### src/csbc_params.svh
// offsets, field positions, write mask, fixed bits and reset values of the space configuration block
`ifndef CSBC_PARAMS_SVH
`define CSBC_PARAMS_SVH
`define CSBC_MODE_WIDTH_OFFSET  12'h000
`define CSBC_IDLE_EXT_OFFSET    12'h004
`define CSBC_STATUS_OFFSET      12'h008
`define CSBC_MODE_WIDTH_RESET   16'h200f
`define CSBC_IDLE_EXT_RESET     16'hffff
`define CSBC_MODE_WIDTH_WMASK   16'h010f
`define CSBC_MODE_WIDTH_FIXED   16'h2000
`define CSBC_MUX_BIT            8
`define CSBC_GAP_LSB            8
`define CSBC_REPEAT_LSB         4
`define CSBC_STRETCH_LSB        0
`endif

### src/csbc_pkg.sv
// types shared by the space configuration block
package csbc_pkg;
	typedef enum logic [1:0] {
		CSBC_IDLE,
		CSBC_GAP,
		CSBC_LEAD,
		CSBC_RUN
	} csbc_state_e;
	typedef logic [1:0] csbc_space_t;
endpackage : csbc_pkg

### src/csbc_gap_calc.sv
// idle-cycle count chosen between two external accesses
`timescale 1ns/10ps
`default_nettype none
`include "csbc_params.svh"
module csbc_gap_calc (
	// previous access
	input  wire logic [1:0] prev_space,
	input  wire logic       prev_read,
	input  wire logic       prev_valid,
	// next access
	input  wire logic [1:0] next_space,
	input  wire logic       next_write,
	// idle and extension register
	input  wire logic [15:0] idle_ext,
	// result
	output logic      [1:0] gap_count
);
	wire logic [1:0] gap_field;
	wire logic       rep_bit;
	wire logic       same_space;
	wire logic [1:0] iw_use;
	wire logic [1:0] cw_use;
	// count taken from the previous space [RULE16]
	assign gap_field  = idle_ext[`CSBC_GAP_LSB + 2*prev_space +: 2]; // [RULE17]
	assign rep_bit    = idle_ext[`CSBC_REPEAT_LSB + prev_space]; // [RULE18]
	assign same_space = prev_space == next_space;
	// read then other space, or read then write [RULE14] [RULE15]
	assign iw_use = (prev_valid && prev_read && (!same_space || next_write))
		? gap_field : 2'h0;
	assign cw_use = (prev_valid && same_space && rep_bit) ? 2'h1 : 2'h0; // [RULE19]
	assign gap_count = (iw_use > cw_use) ? iw_use : cw_use; // [RULE20]
endmodule : csbc_gap_calc
`default_nettype wire

### src/csbc_top.sv
// chip-select space configuration and sequencing
`timescale 1ns/10ps
`default_nettype none
`include "csbc_params.svh"
// Overview of operation
// [RULE1] power-on reset loads first register 200f
// [RULE2] bits 15,14,12..9 always read zero
// [RULE3] bit 13 always reads one
// [RULE4] software writes zero to bits 7..4
// [RULE5] bit 8 picks multiplexed fourth space
// [RULE6] multiplexed space drives address then data
// [RULE7] multiplexed width comes from address bit
// [RULE8] bit 3 widths fourth space when ordinary
// [RULE9] bits 2..0 width other spaces, reset word
// [RULE10] first space width from pin without rom
// [RULE11] software sets bits 8..0 once only; the code takes every write, with no once-only lock
// [RULE12] rom off: only first space before setup; the code lets any space be accessed before setup
// [RULE13] power-on reset sets second register ffff
// [RULE14] read then other space inserts idle
// [RULE15] read then write same space inserts idle
// [RULE16] idle count from previous access space
// [RULE17] four 2-bit idle fields, bits 15..8
// [RULE18] repeat bits 7..4, stretch bits 3..0
// [RULE19] repeat bit negates select one cycle
// [RULE20] read then write uses larger count
// [RULE21] stretch adds cycle before and after
module csbc_top (
	// clock and reset
	input  wire logic        clk,
	input  wire logic        reset_n,
	// apb slave
	input  wire logic        psel,
	input  wire logic        penable,
	input  wire logic        pwrite,
	input  wire logic [11:0] paddr,
	input  wire logic [31:0] pwdata,
	output logic      [31:0] prdata,
	output logic             pready,
	output logic             pslverr,
	// straps
	input  wire logic        rom_enabled,
	input  wire logic        mode_pin_wide,
	// access request from the core
	input  wire logic        acc_req,
	input  wire logic [1:0]  acc_space,
	input  wire logic        acc_write,
	input  wire logic [21:0] acc_addr,
	input  wire logic [15:0] acc_wdata,
	output logic             acc_done,
	// external bus
	output logic [3:0]       select_n,
	output logic             read_n,
	output logic             write_n,
	output logic             addr_hold,
	output logic [21:0]      ext_addr,
	output logic [15:0]      data_out,
	output logic             data_oe_n,
	output logic             bus_wide
);
	logic [15:0] mode_width_reg;
	logic [15:0] idle_ext_reg;
	csbc_pkg::csbc_state_e state_reg;
	csbc_pkg::csbc_state_e state_next;
	logic [1:0]  count_reg;
	logic [1:0]  count_next;
	logic [1:0]  prev_space_reg;
	logic        prev_read_reg;
	logic        prev_valid_reg;
	logic [1:0]  cur_space_reg;
	logic        cur_write_reg;
	logic [21:0] cur_addr_reg;
	logic [15:0] cur_wdata_reg;
	logic        tail_reg;
	wire  logic [1:0]  gap_count;
	wire  logic        wr_en;
	wire  logic        rd_en;
	wire  logic        hit_mw;
	wire  logic        hit_ie;
	wire  logic        hit_st;
	wire  logic [15:0] mw_view;
	wire  logic [31:0] rd_value;
	wire  logic [3:0]  widths;
	wire  logic        mux_mode;
	wire  logic        stretch;
	wire  logic        cur_wide;
	wire  logic        in_run;
	wire  logic        idle_now;
	wire  logic [1:0]  go_space;
	wire  logic        go_write;
	wire  logic [21:0] go_addr;
	wire  logic [15:0] go_wdata;
	wire  logic        go_wide;
	wire  logic        go_lead;
	wire  logic        go_run;
	wire  logic        need_lead;
	wire  logic        tail_due;

	// apb decode; zero-wait slave
	assign wr_en  = psel && penable && pwrite;
	assign rd_en  = psel && !penable && !pwrite;
	assign hit_mw = paddr == `CSBC_MODE_WIDTH_OFFSET;
	assign hit_ie = paddr == `CSBC_IDLE_EXT_OFFSET;
	assign hit_st = paddr == `CSBC_STATUS_OFFSET;
	// reserved bits forced on read [RULE2] [RULE3]
	assign mw_view = (mode_width_reg & `CSBC_MODE_WIDTH_WMASK)
		| `CSBC_MODE_WIDTH_FIXED;
	assign rd_value = hit_mw ? {16'h0000, mw_view}
		: hit_ie ? {16'h0000, idle_ext_reg}
		: hit_st ? {24'h0000_00, mux_mode, tail_reg, cur_wide,
			in_run, widths}
		: 32'h0000_0000;

	// effective widths per space
	assign mux_mode = mode_width_reg[`CSBC_MUX_BIT]; // [RULE5]
	assign widths[0] = rom_enabled ? mode_width_reg[0]
		: mode_pin_wide; // [RULE10]
	assign widths[2:1] = mode_width_reg[2:1]; // [RULE9]
	// multiplexed width from the address bit [RULE7] [RULE8]
	assign widths[3] = mux_mode ? acc_addr[14] : mode_width_reg[3];
	assign cur_wide = (mux_mode && cur_space_reg == 2'h3)
		? cur_addr_reg[14] : (cur_space_reg == 2'h0) ? widths[0]
		: mode_width_reg[cur_space_reg]; // [RULE10]
	assign stretch = idle_ext_reg[`CSBC_STRETCH_LSB + acc_space]; // [RULE21]
	assign in_run = state_reg == csbc_pkg::CSBC_RUN;
	// fields of the access being launched; capture lags by one edge
	assign idle_now = state_reg == csbc_pkg::CSBC_IDLE;
	assign go_space = idle_now ? acc_space : cur_space_reg;
	assign go_write = idle_now ? acc_write : cur_write_reg;
	assign go_addr  = idle_now ? acc_addr : cur_addr_reg;
	assign go_wdata = idle_now ? acc_wdata : cur_wdata_reg;
	assign go_wide  = (mux_mode && go_space == 2'h3) ? go_addr[14]
		: (go_space == 2'h0) ? widths[0]
		: mode_width_reg[go_space]; // [RULE7] [RULE8] [RULE10]
	assign go_lead  = state_next == csbc_pkg::CSBC_LEAD;
	assign go_run   = state_next == csbc_pkg::CSBC_RUN;
	// multiplexed space needs a lead cycle for its address phase [RULE6]
	assign need_lead = stretch || (mux_mode && acc_space == 2'h3);
	assign tail_due  = in_run
		&& idle_ext_reg[`CSBC_STRETCH_LSB + cur_space_reg]; // [RULE21]

	csbc_gap_calc i_csbc_gap_calc (
		.prev_space (prev_space_reg),
		.prev_read  (prev_read_reg),
		.prev_valid (prev_valid_reg),
		.next_space (acc_space),
		.next_write (acc_write),
		.idle_ext   (idle_ext_reg),
		.gap_count  (gap_count)
	);

	// registers keep value outside power-on reset [RULE1] [RULE13]
	always_ff @(posedge clk or negedge reset_n) begin
		if (!reset_n) begin
			mode_width_reg <= `CSBC_MODE_WIDTH_RESET; // [RULE1]
			idle_ext_reg   <= `CSBC_IDLE_EXT_RESET; // [RULE13]
		end else if (wr_en && hit_mw) begin
			// bits 7..4 kept zero; writing them is ignored [RULE4]
			mode_width_reg <= (pwdata[15:0] & `CSBC_MODE_WIDTH_WMASK)
				| `CSBC_MODE_WIDTH_FIXED; // [RULE2] [RULE3]
		end else if (wr_en && hit_ie) begin
			idle_ext_reg <= pwdata[15:0]; // [RULE17] [RULE18]
		end
	end

	always_ff @(posedge clk or negedge reset_n) begin
		if (!reset_n) begin
			prdata  <= 32'h0000_0000;
			pready  <= 1'b0;
			pslverr <= 1'b0;
		end else begin
			prdata  <= rd_en ? rd_value : prdata;
			pready  <= psel && !penable;
			pslverr <= psel && !penable && !(hit_mw || hit_ie || hit_st);
		end
	end

	// access sequencer: gap, optional lead, one strobe cycle, tail
	always_comb begin
		state_next = state_reg;
		count_next = count_reg;
		case (state_reg)
			csbc_pkg::CSBC_IDLE: begin
				if (acc_req && !acc_done) begin
					if (gap_count != 2'h0) begin
						state_next = csbc_pkg::CSBC_GAP; // [RULE14]
						count_next = gap_count;
					end else if (need_lead) begin
						state_next = csbc_pkg::CSBC_LEAD; // [RULE6] [RULE21]
					end else begin
						state_next = csbc_pkg::CSBC_RUN;
					end
				end
			end
			csbc_pkg::CSBC_GAP: begin
				count_next = count_reg - 2'h1;
				if (count_reg == 2'h1) begin
					state_next = need_lead ? csbc_pkg::CSBC_LEAD
						: csbc_pkg::CSBC_RUN;
				end
			end
			csbc_pkg::CSBC_LEAD: state_next = csbc_pkg::CSBC_RUN;
			csbc_pkg::CSBC_RUN:  state_next = csbc_pkg::CSBC_IDLE;
			default:             state_next = csbc_pkg::CSBC_IDLE;
		endcase
	end

	always_ff @(posedge clk or negedge reset_n) begin
		if (!reset_n) begin
			state_reg <= csbc_pkg::CSBC_IDLE;
			count_reg <= 2'h0;
		end else begin
			state_reg <= state_next;
			count_reg <= count_next;
		end
	end

	// capture the request when it leaves idle
	always_ff @(posedge clk or negedge reset_n) begin
		if (!reset_n) begin
			cur_space_reg <= 2'h0;
			cur_write_reg <= 1'b0;
			cur_addr_reg  <= 22'h00_0000;
			cur_wdata_reg <= 16'h0000;
		end else if (state_reg == csbc_pkg::CSBC_IDLE && acc_req) begin
			cur_space_reg <= acc_space;
			cur_write_reg <= acc_write;
			cur_addr_reg  <= acc_addr;
			cur_wdata_reg <= acc_wdata;
		end
	end

	// history of the last finished access [RULE16]
	always_ff @(posedge clk or negedge reset_n) begin
		if (!reset_n) begin
			prev_space_reg <= 2'h0;
			prev_read_reg  <= 1'b0;
			prev_valid_reg <= 1'b0;
			tail_reg       <= 1'b0;
			acc_done       <= 1'b0;
		end else begin
			acc_done <= in_run;
			tail_reg <= in_run
				&& idle_ext_reg[`CSBC_STRETCH_LSB + cur_space_reg];
			if (in_run) begin
				prev_space_reg <= cur_space_reg;
				prev_read_reg  <= !cur_write_reg;
				prev_valid_reg <= 1'b1;
			end else if (state_reg == csbc_pkg::CSBC_IDLE && !acc_req
				&& !tail_reg) begin
				// bus went quiet, no back-to-back pairing any more
				prev_valid_reg <= 1'b0;
			end
		end
	end

	// external pins; select held in lead, run and tail [RULE21]
	always_ff @(posedge clk or negedge reset_n) begin
		if (!reset_n) begin
			select_n  <= 4'hf;
			read_n    <= 1'b1;
			write_n   <= 1'b1;
			addr_hold <= 1'b0;
			ext_addr  <= 22'h00_0000;
			data_out  <= 16'h0000;
			data_oe_n <= 1'b1;
			bus_wide  <= 1'b0;
		end else begin
			select_n <= 4'hf;
			read_n   <= 1'b1;
			write_n  <= 1'b1;
			addr_hold <= 1'b0;
			data_oe_n <= 1'b1;
			// pins follow the state of the coming cycle
			if (go_lead || go_run) begin
				select_n[go_space] <= 1'b0;
				ext_addr <= go_addr;
				bus_wide <= go_wide; // [RULE9] [RULE10]
			end
			// trailing select cycle after the strobe [RULE21]
			if (tail_due) begin
				select_n[cur_space_reg] <= 1'b0;
			end
			// multiplexed space: address on data pins in lead [RULE6]
			if (go_lead && mux_mode && go_space == 2'h3) begin
				data_out  <= go_addr[15:0];
				data_oe_n <= 1'b0;
				addr_hold <= 1'b1;
			end
			// strobes only in the run cycle, set at the same edge as the select unless a lead cycle set the select one edge earlier [RULE21]
			if (go_run) begin
				read_n    <= go_write;
				write_n   <= !go_write;
				data_out  <= go_wdata;
				data_oe_n <= !go_write;
			end
		end
	end
endmodule : csbc_top
`default_nettype wire

### config.mk
export PLATFORM = sky130hd
export DESIGN_NAME = csbc_top
export DESIGN_NICKNAME = d
export VERILOG_FILES = /design/src/csbc_pkg.sv /design/src/csbc_gap_calc.sv /design/src/csbc_top.sv
export VERILOG_INCLUDE_DIRS = /design/src
export SDC_FILE = /design/constraint.sdc
export NUM_CORES = 1
export LEC_CHECK = 0
export ABC_AREA = 0
export BUFFER_PORTS_ARGS = -buffer_cell sky130_fd_sc_hd__clkbuf_2
export CORE_AREA = 2 2 117 119
export DETAILED_ROUTE_END_ITERATION = 16
export DIE_AREA = 0 0 119 121
export HOLD_SLACK_MARGIN = 0.1
export PLACE_DENSITY = 0.76
export SYNTH_ARGS = -nofsm -noshare
export SYNTH_HDL_FRONTEND = slang
export SYNTH_SLANG_ARGS = --single-unit
### constraint.sdc
create_clock -name clk -period 4 [get_ports clk]
set_clock_uncertainty 0.1 [all_clocks]
set_input_delay 0 -clock clk [delete_from_list [all_inputs] [get_ports clk]]
set_output_delay 0 -clock clk [all_outputs]
set_load 0.02 [all_outputs]
* Word-level counts from Yosys, hierarchy flattened
Cells that the tools add are included.
** Word-level totals
- Bits of input ports :: 93
- Register bits :: 153
- Output and inout port bits :: 82
** Operators by class
- Add/sub/neg operators :: 3
- Reductions and logical operators :: 47
- Magnitude comparators :: 10
- Multiplexer cells :: 49
- Shift-type cells :: 1
- Equality and inequality tests :: 14
- Bitwise gates (word level) :: 4
** Operators with widths (count)
- two-way mux 16 bit :: 5
- variable part select 16 x 33 -> 2 bit :: 1
- < comparator 32 x 5 -> 1 bit (second input constant) :: 1
- logical AND 1 bit :: 23
- two-way mux 1 bit :: 23
- two-way mux 22 bit :: 1
- < comparator 2 x 5 -> 1 bit (second input constant) :: 4
- two-way mux 2 bit :: 8
- == test 2 bit (second input constant) :: 7
- == test 12 x 3 -> 1 bit (second input constant) :: 1
- == test 12 x 4 -> 1 bit (second input constant) :: 1
- zero test 12 bit :: 1
- zero test 1 bit :: 9
- binary-select mux 1 bit (select 2 bit) :: 4
- two-way mux 4 bit :: 2
- two-way mux 8 bit :: 1
- inverter 4 bit :: 2
- one-hot mux 2 bit (4 select lines) :: 1
- nonzero test 2 bit :: 4
- zero test 2 bit :: 3
- < comparator 2 x 3 -> 1 bit (second input constant) :: 2
- adder 4 x 3 -> 5 bit (first input constant) :: 1
- logical OR 1 bit :: 5
- adder 3 x 2 -> 4 bit (first input constant) :: 1
- other kinds (13) :: 17

* Logic depth before layout (Yosys ltp)
Gate-level depths: netlist (run 1).
- Depth in word-level cells :: 16
- Gate-level depth with buffers :: 11
- Mapped depth without buffers :: 9

* Cells and area by module
Synthesis (run 1) repeated with hierarchy kept, for this count alone.
** Unflattened totals
- Cells, all modules :: 543
- Area total of the unflattened synthesis :: 6463.7 um2
** Modules (own cells, without submodules)
- csbc_top :: area each 6277.3 um2, cells an instance 526, sequential area each 3462.1 um2, times used 1
- csbc_gap_calc :: area each 186.4 um2, cells an instance 17, sequential area each 0.0 um2, times used 1

* Least setup slack after synthesis (run 1)
OpenSTA, ideal clock, no wires.
- Path kind :: reg2reg
- From :: reg prev_space_reg[0]
- To :: reg data_out[10]
- Library setup time :: 0.126 ns
- Arrival time :: 2.713 ns
- Path buffers :: 2
- Period minus slack after synthesis :: 2.940 ns
- Slack :: 1.060 ns
- Required time :: 3.774 ns
- Cell stages (with the launch flop) :: 12
- Cells stage by stage :: dfrtp_1 buf_2 mux4_2 nand4bb_1 inv_1 ha_1 nor2_1 mux2i_2 o31ai_2 buf_2 mux2i_1 a2bb2oi_2
** On the way
- Cells in the longest elaborated chain, start to end :: 15
** Ends and longest elaborated chain
- from (decl) :: RTL line csbc_top.sv:66 : logic [1:0] prev_space_reg;
- from (signal assigned) :: RTL line csbc_top.sv:245 : prev_space_reg <= cur_space_reg;
- adder 3 x 2 -> 4 bit (no line) / == test 2 bit (equally long branches)
- binary-select mux 1 bit (select 4 bit) / zero test 1 bit (equally long branches) :: RTL line csbc_gap_calc.sv:25, csbc_gap_calc.sv:28
- two-way mux 1 bit / logical OR 1 bit (equally long branches) :: RTL line csbc_gap_calc.sv:25, csbc_gap_calc.sv:28
- logical AND 1 bit (on tied branches) :: RTL line csbc_gap_calc.sv:30, csbc_gap_calc.sv:28
- two-way mux 1 bit / two-way mux 2 bit (equally long branches) :: RTL line csbc_gap_calc.sv:30, csbc_gap_calc.sv:29
- > comparator 2 bit :: RTL line csbc_gap_calc.sv:31 : assign gap_count = (iw_use > cw_use) ? iw_use : cw_use;
- two-way mux 2 bit (*) :: RTL line csbc_gap_calc.sv:31
- nonzero test 2 bit (*) :: RTL line csbc_top.sv:184 : if (gap_count != 2'h0) begin
- two-way mux 2 bit (*) :: RTL line csbc_top.sv:184
- two-way mux 2 bit (*) :: RTL line csbc_top.sv:183 : if (acc_req && !acc_done) begin
- one-hot mux 2 bit (4 select lines) (*) :: RTL line csbc_top.sv:181 : case (state_reg)
- == test 2 bit :: RTL line csbc_top.sv:134 : assign go_lead = state_next == csbc_pkg::CSBC_LEAD;
- logical AND 1 bit (2 in series) :: RTL line csbc_top.sv:284 : if (go_lead && mux_mode && go_space == 2'h3) begin
- nonzero test 2 bit (no line)
- to (signal assigned) :: RTL line csbc_top.sv:285 : data_out <= go_addr[15:0];
- to (signal assigned) :: RTL line csbc_top.sv:293 : data_out <= go_wdata;
- to (decl) :: RTL line csbc_top.sv:56 : output logic [15:0] data_out,
Mark *: on every way between the ends. The rest lies on a longest branch, timed or not. The select of a mux whose other input is x is not followed.
A chain may end at the register's enable or synchronous reset.

* Worst setup path after layout (run 1)
- From :: reg prev_space_reg[0]
- To :: reg data_out[13]
Same word-level chain as after synthesis.

==> results of run 1 <==
[power groups by stage]
| stage | Clock, uW | Combinational (uW) | Sequential, uW |
|---|---|---|---|
| 4_1_cts | 1620 | 2690 | 2230 |
| 3_3_place_gp | 0 | 2500 | 2210 |
| 2_1_floorplan | 0 | 1680 | 2420 |
| 6_report | 1600 | 2690 | 2240 |
| 5_1_grt | 1680 | 2910 | 2290 |
| 3_5_place_dp | 0 | 2610 | 2240 |
[logic make-up after synthesis]
family	after synthesis
flops	137
simple gates	167
mux	113
buf+inv	58
fa+ha+maj	2
other cells	1
compound gates	89
xor+xnor	2
[metal layers]
layer	vias to the layer above	share of wire	global-route usage
met5	-	0	0
met4	0	0.033	0.1369
met3	48	0.057	0.06015
met2	197	0.51	0.4134
met1	2594	0.40	0.2954
li1	2385	-	-
[final timing paths]
| check | from | to | slack, ps | cells after the start |
|---|---|---|---|---|
| setup / recovery | prev_space_reg[0] | data_out[13] | 720 | 10 |
| hold / removal | reset_n | prdata[10] | 140 | 2 |
| setup reg to reg | prev_space_reg[0] | data_out[13] | 720 | 10 |
| hold reg to reg | cur_write_reg | prev_read_reg | 390 | 1 |
| max in group asynchronous | reset_n | data_out[0] | 2570 | 3 |
| min in group clk | paddr[1] | mode_width_reg[1] | 200 | 5 |
[worst max-delay path: stages (launching register included)]
cell and delay, ps:
dfrtp_1 550, mux4_2 560, nand4bb_1 190, inv_1 70, ha_1 260, nor2_1 200, mux2i_2 170, o31ai_4 390
buf_4 290, mux2i_1 280, a2bb2oi_2 90
[synth_stat cells, types with 3 or more instances]
cell type  number  area [um2]
mux2_2         63       709.4
nand2b_1        4       25.02
a2bb2oi_2       7       105.1
buf_1           3       11.26
a21oi_1        23       115.1
nor4_1          3       18.77
a31oi_1         8       50.05
and2_1          4       25.02
dfstp_2        27       709.4
or2_2           3       18.77
and3_1          3       18.77
clkbuf_1       27       101.4
buf_4          17       127.6
o21ai_0        15       75.07
nor2b_1        11       68.82
dfrtp_1       110        2753
nor2_1         78       292.8
buf_2           3       15.01
nand3_1         3       15.01
a22o_1          6       52.55
nand2_1        55       206.5
mux4_2          6       135.1
mux2i_1        43       430.4
a22oi_1         4       30.03
a2bb2oi_1      10       87.58
inv_1           7       26.28
[timing repair]
item,CTS,global route
hold endpoints to repair,217,0
endpoints found under the setup margin,0,0
hold buffers,79,0
setup buffers,0,0
[final cells by class]
type / count / area (um2)
Inverter: 7 / 26.28
Tap cell: 176 / 220.2
Timing Repair Buffer: 228 / 1573
Clock buffer: 20 / 456.7
Sequential cell: 137 / 3462
Fill cell: 944 / 4393
Multi-Input combinational cell: 389 / 2805
Clock inverter: 12 / 148.9
[through the flow]
step / setup slack (ps) / power [uW] / hold slack (ps) / cells / instance area (um2)
global route: 565.4 / 6880 / 223.3 / 969 / 8692
CTS: 731.8 / 6538 / 153.3 / 969 / 8692
detailed placement: 755.0 / 4858 / 75.47 / 858 / 7296
floorplan: 1060 / 4099 / -395.6 / 584 / 6538
finish: 715.2 / 6520 / 135.0 / 969 / 8692
global placement: 853.4 / 4713 / 58.55 / 858 / 7296
==> impl_results.md, run 1 <==
- Status: completed
- Worst Setup Start Kind: register
- Die height: 121 um
- Power Density: 750.1 mW/mm2
- XOR/XNOR share of the synthesized area: 0.002703
- IO Count: roughly 180
- Routed vias: 5224
- Residual DRC count: 0
- Sw Pwr: about 2500 uW
- Fin. max-slew vios: 0
- Vias in the first global route: roughly 5600
- Post-CTS sizing: 0
- Ant. Diodes: 0
- Count of different cell masters after synthesis: 46
- Post-synthesis sequential area ratio: 0.5342
- Most used flip-flop cell after synthesis: dfrtp_1
- Clock sinks: 137
- CP Class: reg2reg
- Syn Area/Cell: 11.39 um2
- Clock Tree Buf Depth: 2
- Congestion Overflow GR: 0
- Core region area: about 0.013 mm2
- HP Class: in2async
- Switching part of the total power: 0.3786
- Htree depth: 4
- Gpl congestion: 0.8079
- Initial drt markers: 320
- Clock period minus final worst setup slack: between 3000 and 4000 ps
- Share of layout cells above drive strength 1: 0.3695
- Row Count: between 40 and 50
- FMAX: between 300 and 400 MHz
- Routed WL per cell: approximately 18 um
- Max_cap viols: 0
- Reg clk slew, reported paths: 60 ps
- Unrepaired setup endpoints after global routing: false
- Mux share of post-synthesis cell area: 0.1988
- First-pass GRT wire length: around 28000 um
- Final setup fails: 0
- Critical path required time: about 4200 ps
- Slew @ Worst Pin: between 1000 and 1500 ps
- Worst rel slew slack: 0.2399
- Area of the die: between 0.01 and 0.015 mm2
- Die Wd: 119 um
- Max IR drop VDD: approximately 0.51 mV
- Setup crit end kind: register
- Number of synthesized flops with an enable pin: 0
- DP HPWL: about 10000 um
- CTS tree: yes
- Area delta synth->final: 34.11%
- Yosys warning count: 0
- Port bufs: 142
- Initial antenna violation count: 1
- Largest net degree at the start of global routing: between 100 and 150
- Synthesized flop and latch total: about 140
- Post-DR vias/cell: around 5.4
- Async SR Flop Fraction: 1.000
- Simple-Gate Fraction of Synth Area: 0.1098
- Mapped Area: 0.006481 mm2
- Most frequent cells in the layout: 141 x clkbuf_2, 110 x dfrtp_1, 79 x dlygate4sd3_1, 77 x nor2_1, 63 x mux2_2
- Commonest non-fill, non-tap cell in the layout: clkbuf_2
- Clock Power Share: 0.245
- Largest family of logic cells by synthesized area: multiplexers
- Post-layout util: 0.6643
- Syn Inst Count: around 570
- Nets: 875
- Seq pwr share: 0.343
- GRT Total Usage: 0.2477
- Final ANT Viol Nets: 0
- Combinational power share: 0.412
- Clock latency on the worst-skew pair: ~420 ps
- Setup TNS: 0 ps
- Clock root cell: clkbuf_16
- Starting Density: 0.4953
- Internal power: around 4000 uW
- Routed WL: 17070 um
- P_leak: 0.003990 uW
- CTS Buf Count: 17
- Final hold vios: 0
- Adder-Cell Fraction of Synth Area: 0.003861
- Crit path max fanout: 12
- Period utilisation layout: 0.8212
- 1st-pass router iterations: 4
- Synth Area in Compound Gates: 0.1048
- Worst Path Arrival: 3480 ps
(Power assumes the default switching activity.)
==> run 2: changes to the inputs <==
--- a/config.mk
+++ b/config.mk
@@ -8,11 +8,11 @@
 export LEC_CHECK = 0
 export ABC_AREA = 0
 export BUFFER_PORTS_ARGS = -buffer_cell sky130_fd_sc_hd__clkbuf_2
-export CORE_AREA = 2 2 117 119
+export CORE_AREA = 2 2 120 122
 export DETAILED_ROUTE_END_ITERATION = 16
-export DIE_AREA = 0 0 119 121
+export DIE_AREA = 0 0 122 124
 export HOLD_SLACK_MARGIN = 0.1
-export PLACE_DENSITY = 0.76
+export PLACE_DENSITY = 0.75
 export SYNTH_ARGS = -nofsm -noshare
 export SYNTH_HDL_FRONTEND = slang
 export SYNTH_SLANG_ARGS = --single-unit
==> constraint.sdc (replaced) <==
create_clock -name clk -period 2.7 [get_ports clk]
set_clock_uncertainty 0.1 [all_clocks]
set_input_delay 0 -clock clk [delete_from_list [all_inputs] [get_ports clk]]
set_output_delay 0 -clock clk [all_outputs]
set_load 0.02 [all_outputs]
==> run 2 against run 1 <==
The run now ends with negative setup slack left. Fmax up 20%. Largest power group unchanged. Combinational power up 89%. Clock-buffer cell count up 3. Total power up 65%. Register-to-register slack worse by 760 ps. Critical path type unchanged.
==> impl_results.md, run 2 (synthesized netlist as in run 1, its figures left out) <==
- Vias in the first global route: 5344 (-4.7%)
- CP Class: reg2reg
- Status: finished with violations
- Worst rel slew slack: 0.5610 (+0.3211)
- 1st-pass router iterations: 5 (+1)
- Gpl congestion: 0.8329 (+3.1%)
- Internal power: 6576 uW (+62%)
- Nets: 893 (+2.1%)
- Share of layout cells above drive strength 1: 0.4439 (+0.07441)
- Sw Pwr: 4182 uW (+69%)
- Critical path required time: 2900 ps (-1300 ps)
- Ant. Diodes: 0 (unchanged)
- Htree depth: 4 (unchanged)
- Core region area: 0.01372 mm2 (+4.8%)
- Switching part of the total power: 0.3888 (+0.01014)
- Die Wd: 122 um (+2.5%)
- Starting Density: 0.4724 (-0.02290)
- Combinational power share: 0.472 (+0.060)
- GRT Total Usage: 0.2299 (-0.01773)
- HP Class: in2reg
- Clock Tree Buf Depth: 2 (unchanged)
- CP Cell Sequence: mux4_2 -> nand4bb_1 -> inv_2 -> ha_4 -> nor2_4 -> mux2i_4 -> o31ai_4 -> buf_12 -> mux2i_1 -> a2bb2oi_2
- Slew @ Worst Pin: 658.5 ps (-471.2 ps)
- Hold Slack: 189.8 ps (+54.76 ps)
- FMAX: 363.9 MHz (+20%)
- Failing checks: negative setup slack
- Clock period minus final worst setup slack: 2748 ps (-536.9 ps)
- Worst slack at placement: -95.30 ps (-850.3 ps)
- CTS Buf Count: 17 (unchanged)
- DP HPWL: 11160 um (+7.3%)
- Worst Setup Start Kind: register
- Largest net degree at the start of global routing: 71 (-32%)
- Buf/Inv on CP: 2 (unchanged)
- Commonest non-fill, non-tap cell in the layout: clkbuf_2
- Power Density: 1165 mW/mm2 (+55%)
- Period utilisation layout: 1.018 (+0.1966)
- IO Count: 175 (unchanged)
- Clock root cell: clkbuf_16
- Final ANT Viol Nets: 0 (unchanged)
- Final setup fails: 17 (+17)
- Critical path's top delay family: multiplexers
- P_leak: 0.004146 uW (+3.9%)
- Critical path's largest stage delay: 510 ps (-50 ps)
- Unrepaired setup endpoints after global routing: true
- Final worst slack: -47.93 ps (-763.1 ps)
- Most frequent cells in the layout: 141 x clkbuf_2, 109 x dfrtp_1, 74 x dlygate4sd3_1, 63 x mux2_2
- Master of the slowest instance on the critical path: mux4_2
- Area delta synth->final: 42.45%
- Initial drt markers: 327 (+2.2%)
- Die height: 124 um (+2.5%)
- Reg clk slew, reported paths: 60 ps (about the same)
- Routed WL per cell: 18.57 um (+5.4%)
- Total power: 10760 uW (+65%)
- Crit path max fanout: 20 (+8)
- Max IR drop VDD: 0.6939 mV (+36%)
- Max_cap viols: 0 (unchanged)
- Setup crit end kind: register
- Clock Power Share: 0.211 (-0.034)
- First-pass GRT wire length: 26580 um (-4.4%)
- Final hold vios: 0 (unchanged)
- Congestion Overflow GR: 0 (unchanged)
- CTS tree: yes
- Port bufs: 142 (unchanged)
- Seq pwr share: 0.317 (-0.026)
- Routed WL: 18400 um (+7.8%)
- Clock sinks: 137 (unchanged)
- Row Count: 43 (+2.4%)
- Residual DRC count: 0 (unchanged)
- Routed vias: 5396 (+3.3%)
- Worst Path Arrival: 2950 ps (-530 ps)
- Area of the die: 0.01513 mm2 (+5.1%)
- Initial antenna violation count: 0 (-1)
- Clock latency on the worst-skew pair: 420 ps (about the same)
- Post-DR vias/cell: 5.445 (+1.0%)
- Fin. max-slew vios: 0 (unchanged)
## run 2: routing by layer
metal,track usage,up-vias,part of all wire
met2,0.3760,198,0.51
li1,-,2421,-
met4,0.1085,0,0.035
met5,0,-,0
met3,0.04991,51,0.050
met1,0.2931,2726,0.41
## run 2: area by class of cell
type | instances | area, um2
Tap cell | 180 | 225.2
Clock inverter | 9 | 100.1
Sequential cell | 137 | 3463
Clock buffer | 23 | 478.0
Inverter | 7 | 26.28
Fill cell | 974 | 4487
Timing Repair Buffer | 246 | 1853
Multi-Input combinational cell | 389 | 3087
## run 2: power groups by stage
stage	Sequential, uW	Clock [uW]	Combinational (uW)
3_5_place_dp	3330	0	4000
6_report	3410	2270	5080
3_3_place_gp	3290	0	3860
4_1_cts	3300	2300	4120
2_1_floorplan	3590	0	2530
5_1_grt	3490	2390	5430
## run 2: through the flow
stage          area [um2]  setup TNS, ps  utilization  std cells
2_1_floorplan        6595         -821.1            -        584
3_3_place_gp         7492         -93.75       0.5461        876
3_5_place_dp         7492          -1119       0.5461        876
4_1_cts              8831         -178.9       0.6437        984
5_1_grt              9233          -3959       0.6730        991
6_report             9233         -431.9       0.6730        991
## run 2: worst paths after layout
path | from | end | slack [ps] | depth (start not counted)
setup / recovery | prev_space_reg[0] | data_out[7] | -50 | 10
hold / removal | paddr[4] | prdata[5] | 190 | 5
setup reg to reg | prev_space_reg[0] | data_out[7] | -50 | 10
hold reg to reg | prdata[13] | prdata[13] | 390 | 2
max in group asynchronous | reset_n | data_oe_n | 1020 | 4
min in group asynchronous | reset_n | prdata[15] | 580 | 3
## run 2: repair_timing
| item | in CTS | in global routing |
|---|---|---|
| hold buffers | 74 | 0 |
| buffers inserted | 2 | 1 |
| setup endpoints to repair | 19 | 47 |
| cloned | 0 | 6 |
| gates resized for setup | 3 | 69 |
| pin swaps | 1 | 0 |
| hold endpoints to repair | 242 | 0 |
## run 2: worst register-to-register path: cells and delay by family, from the launching register on
| kind | cells | cell delay (ps) |
|---|---|---|
| and+or+nand+nor | 2 | 190 |
| AOI/OAI and AO/OA | 2 | 380 |
| muxes | 3 | 980 |
| buffers and inverters | 2 | 290 |
| adders and majority gates | 1 | 270 |
| DFF | 1 | 430 |
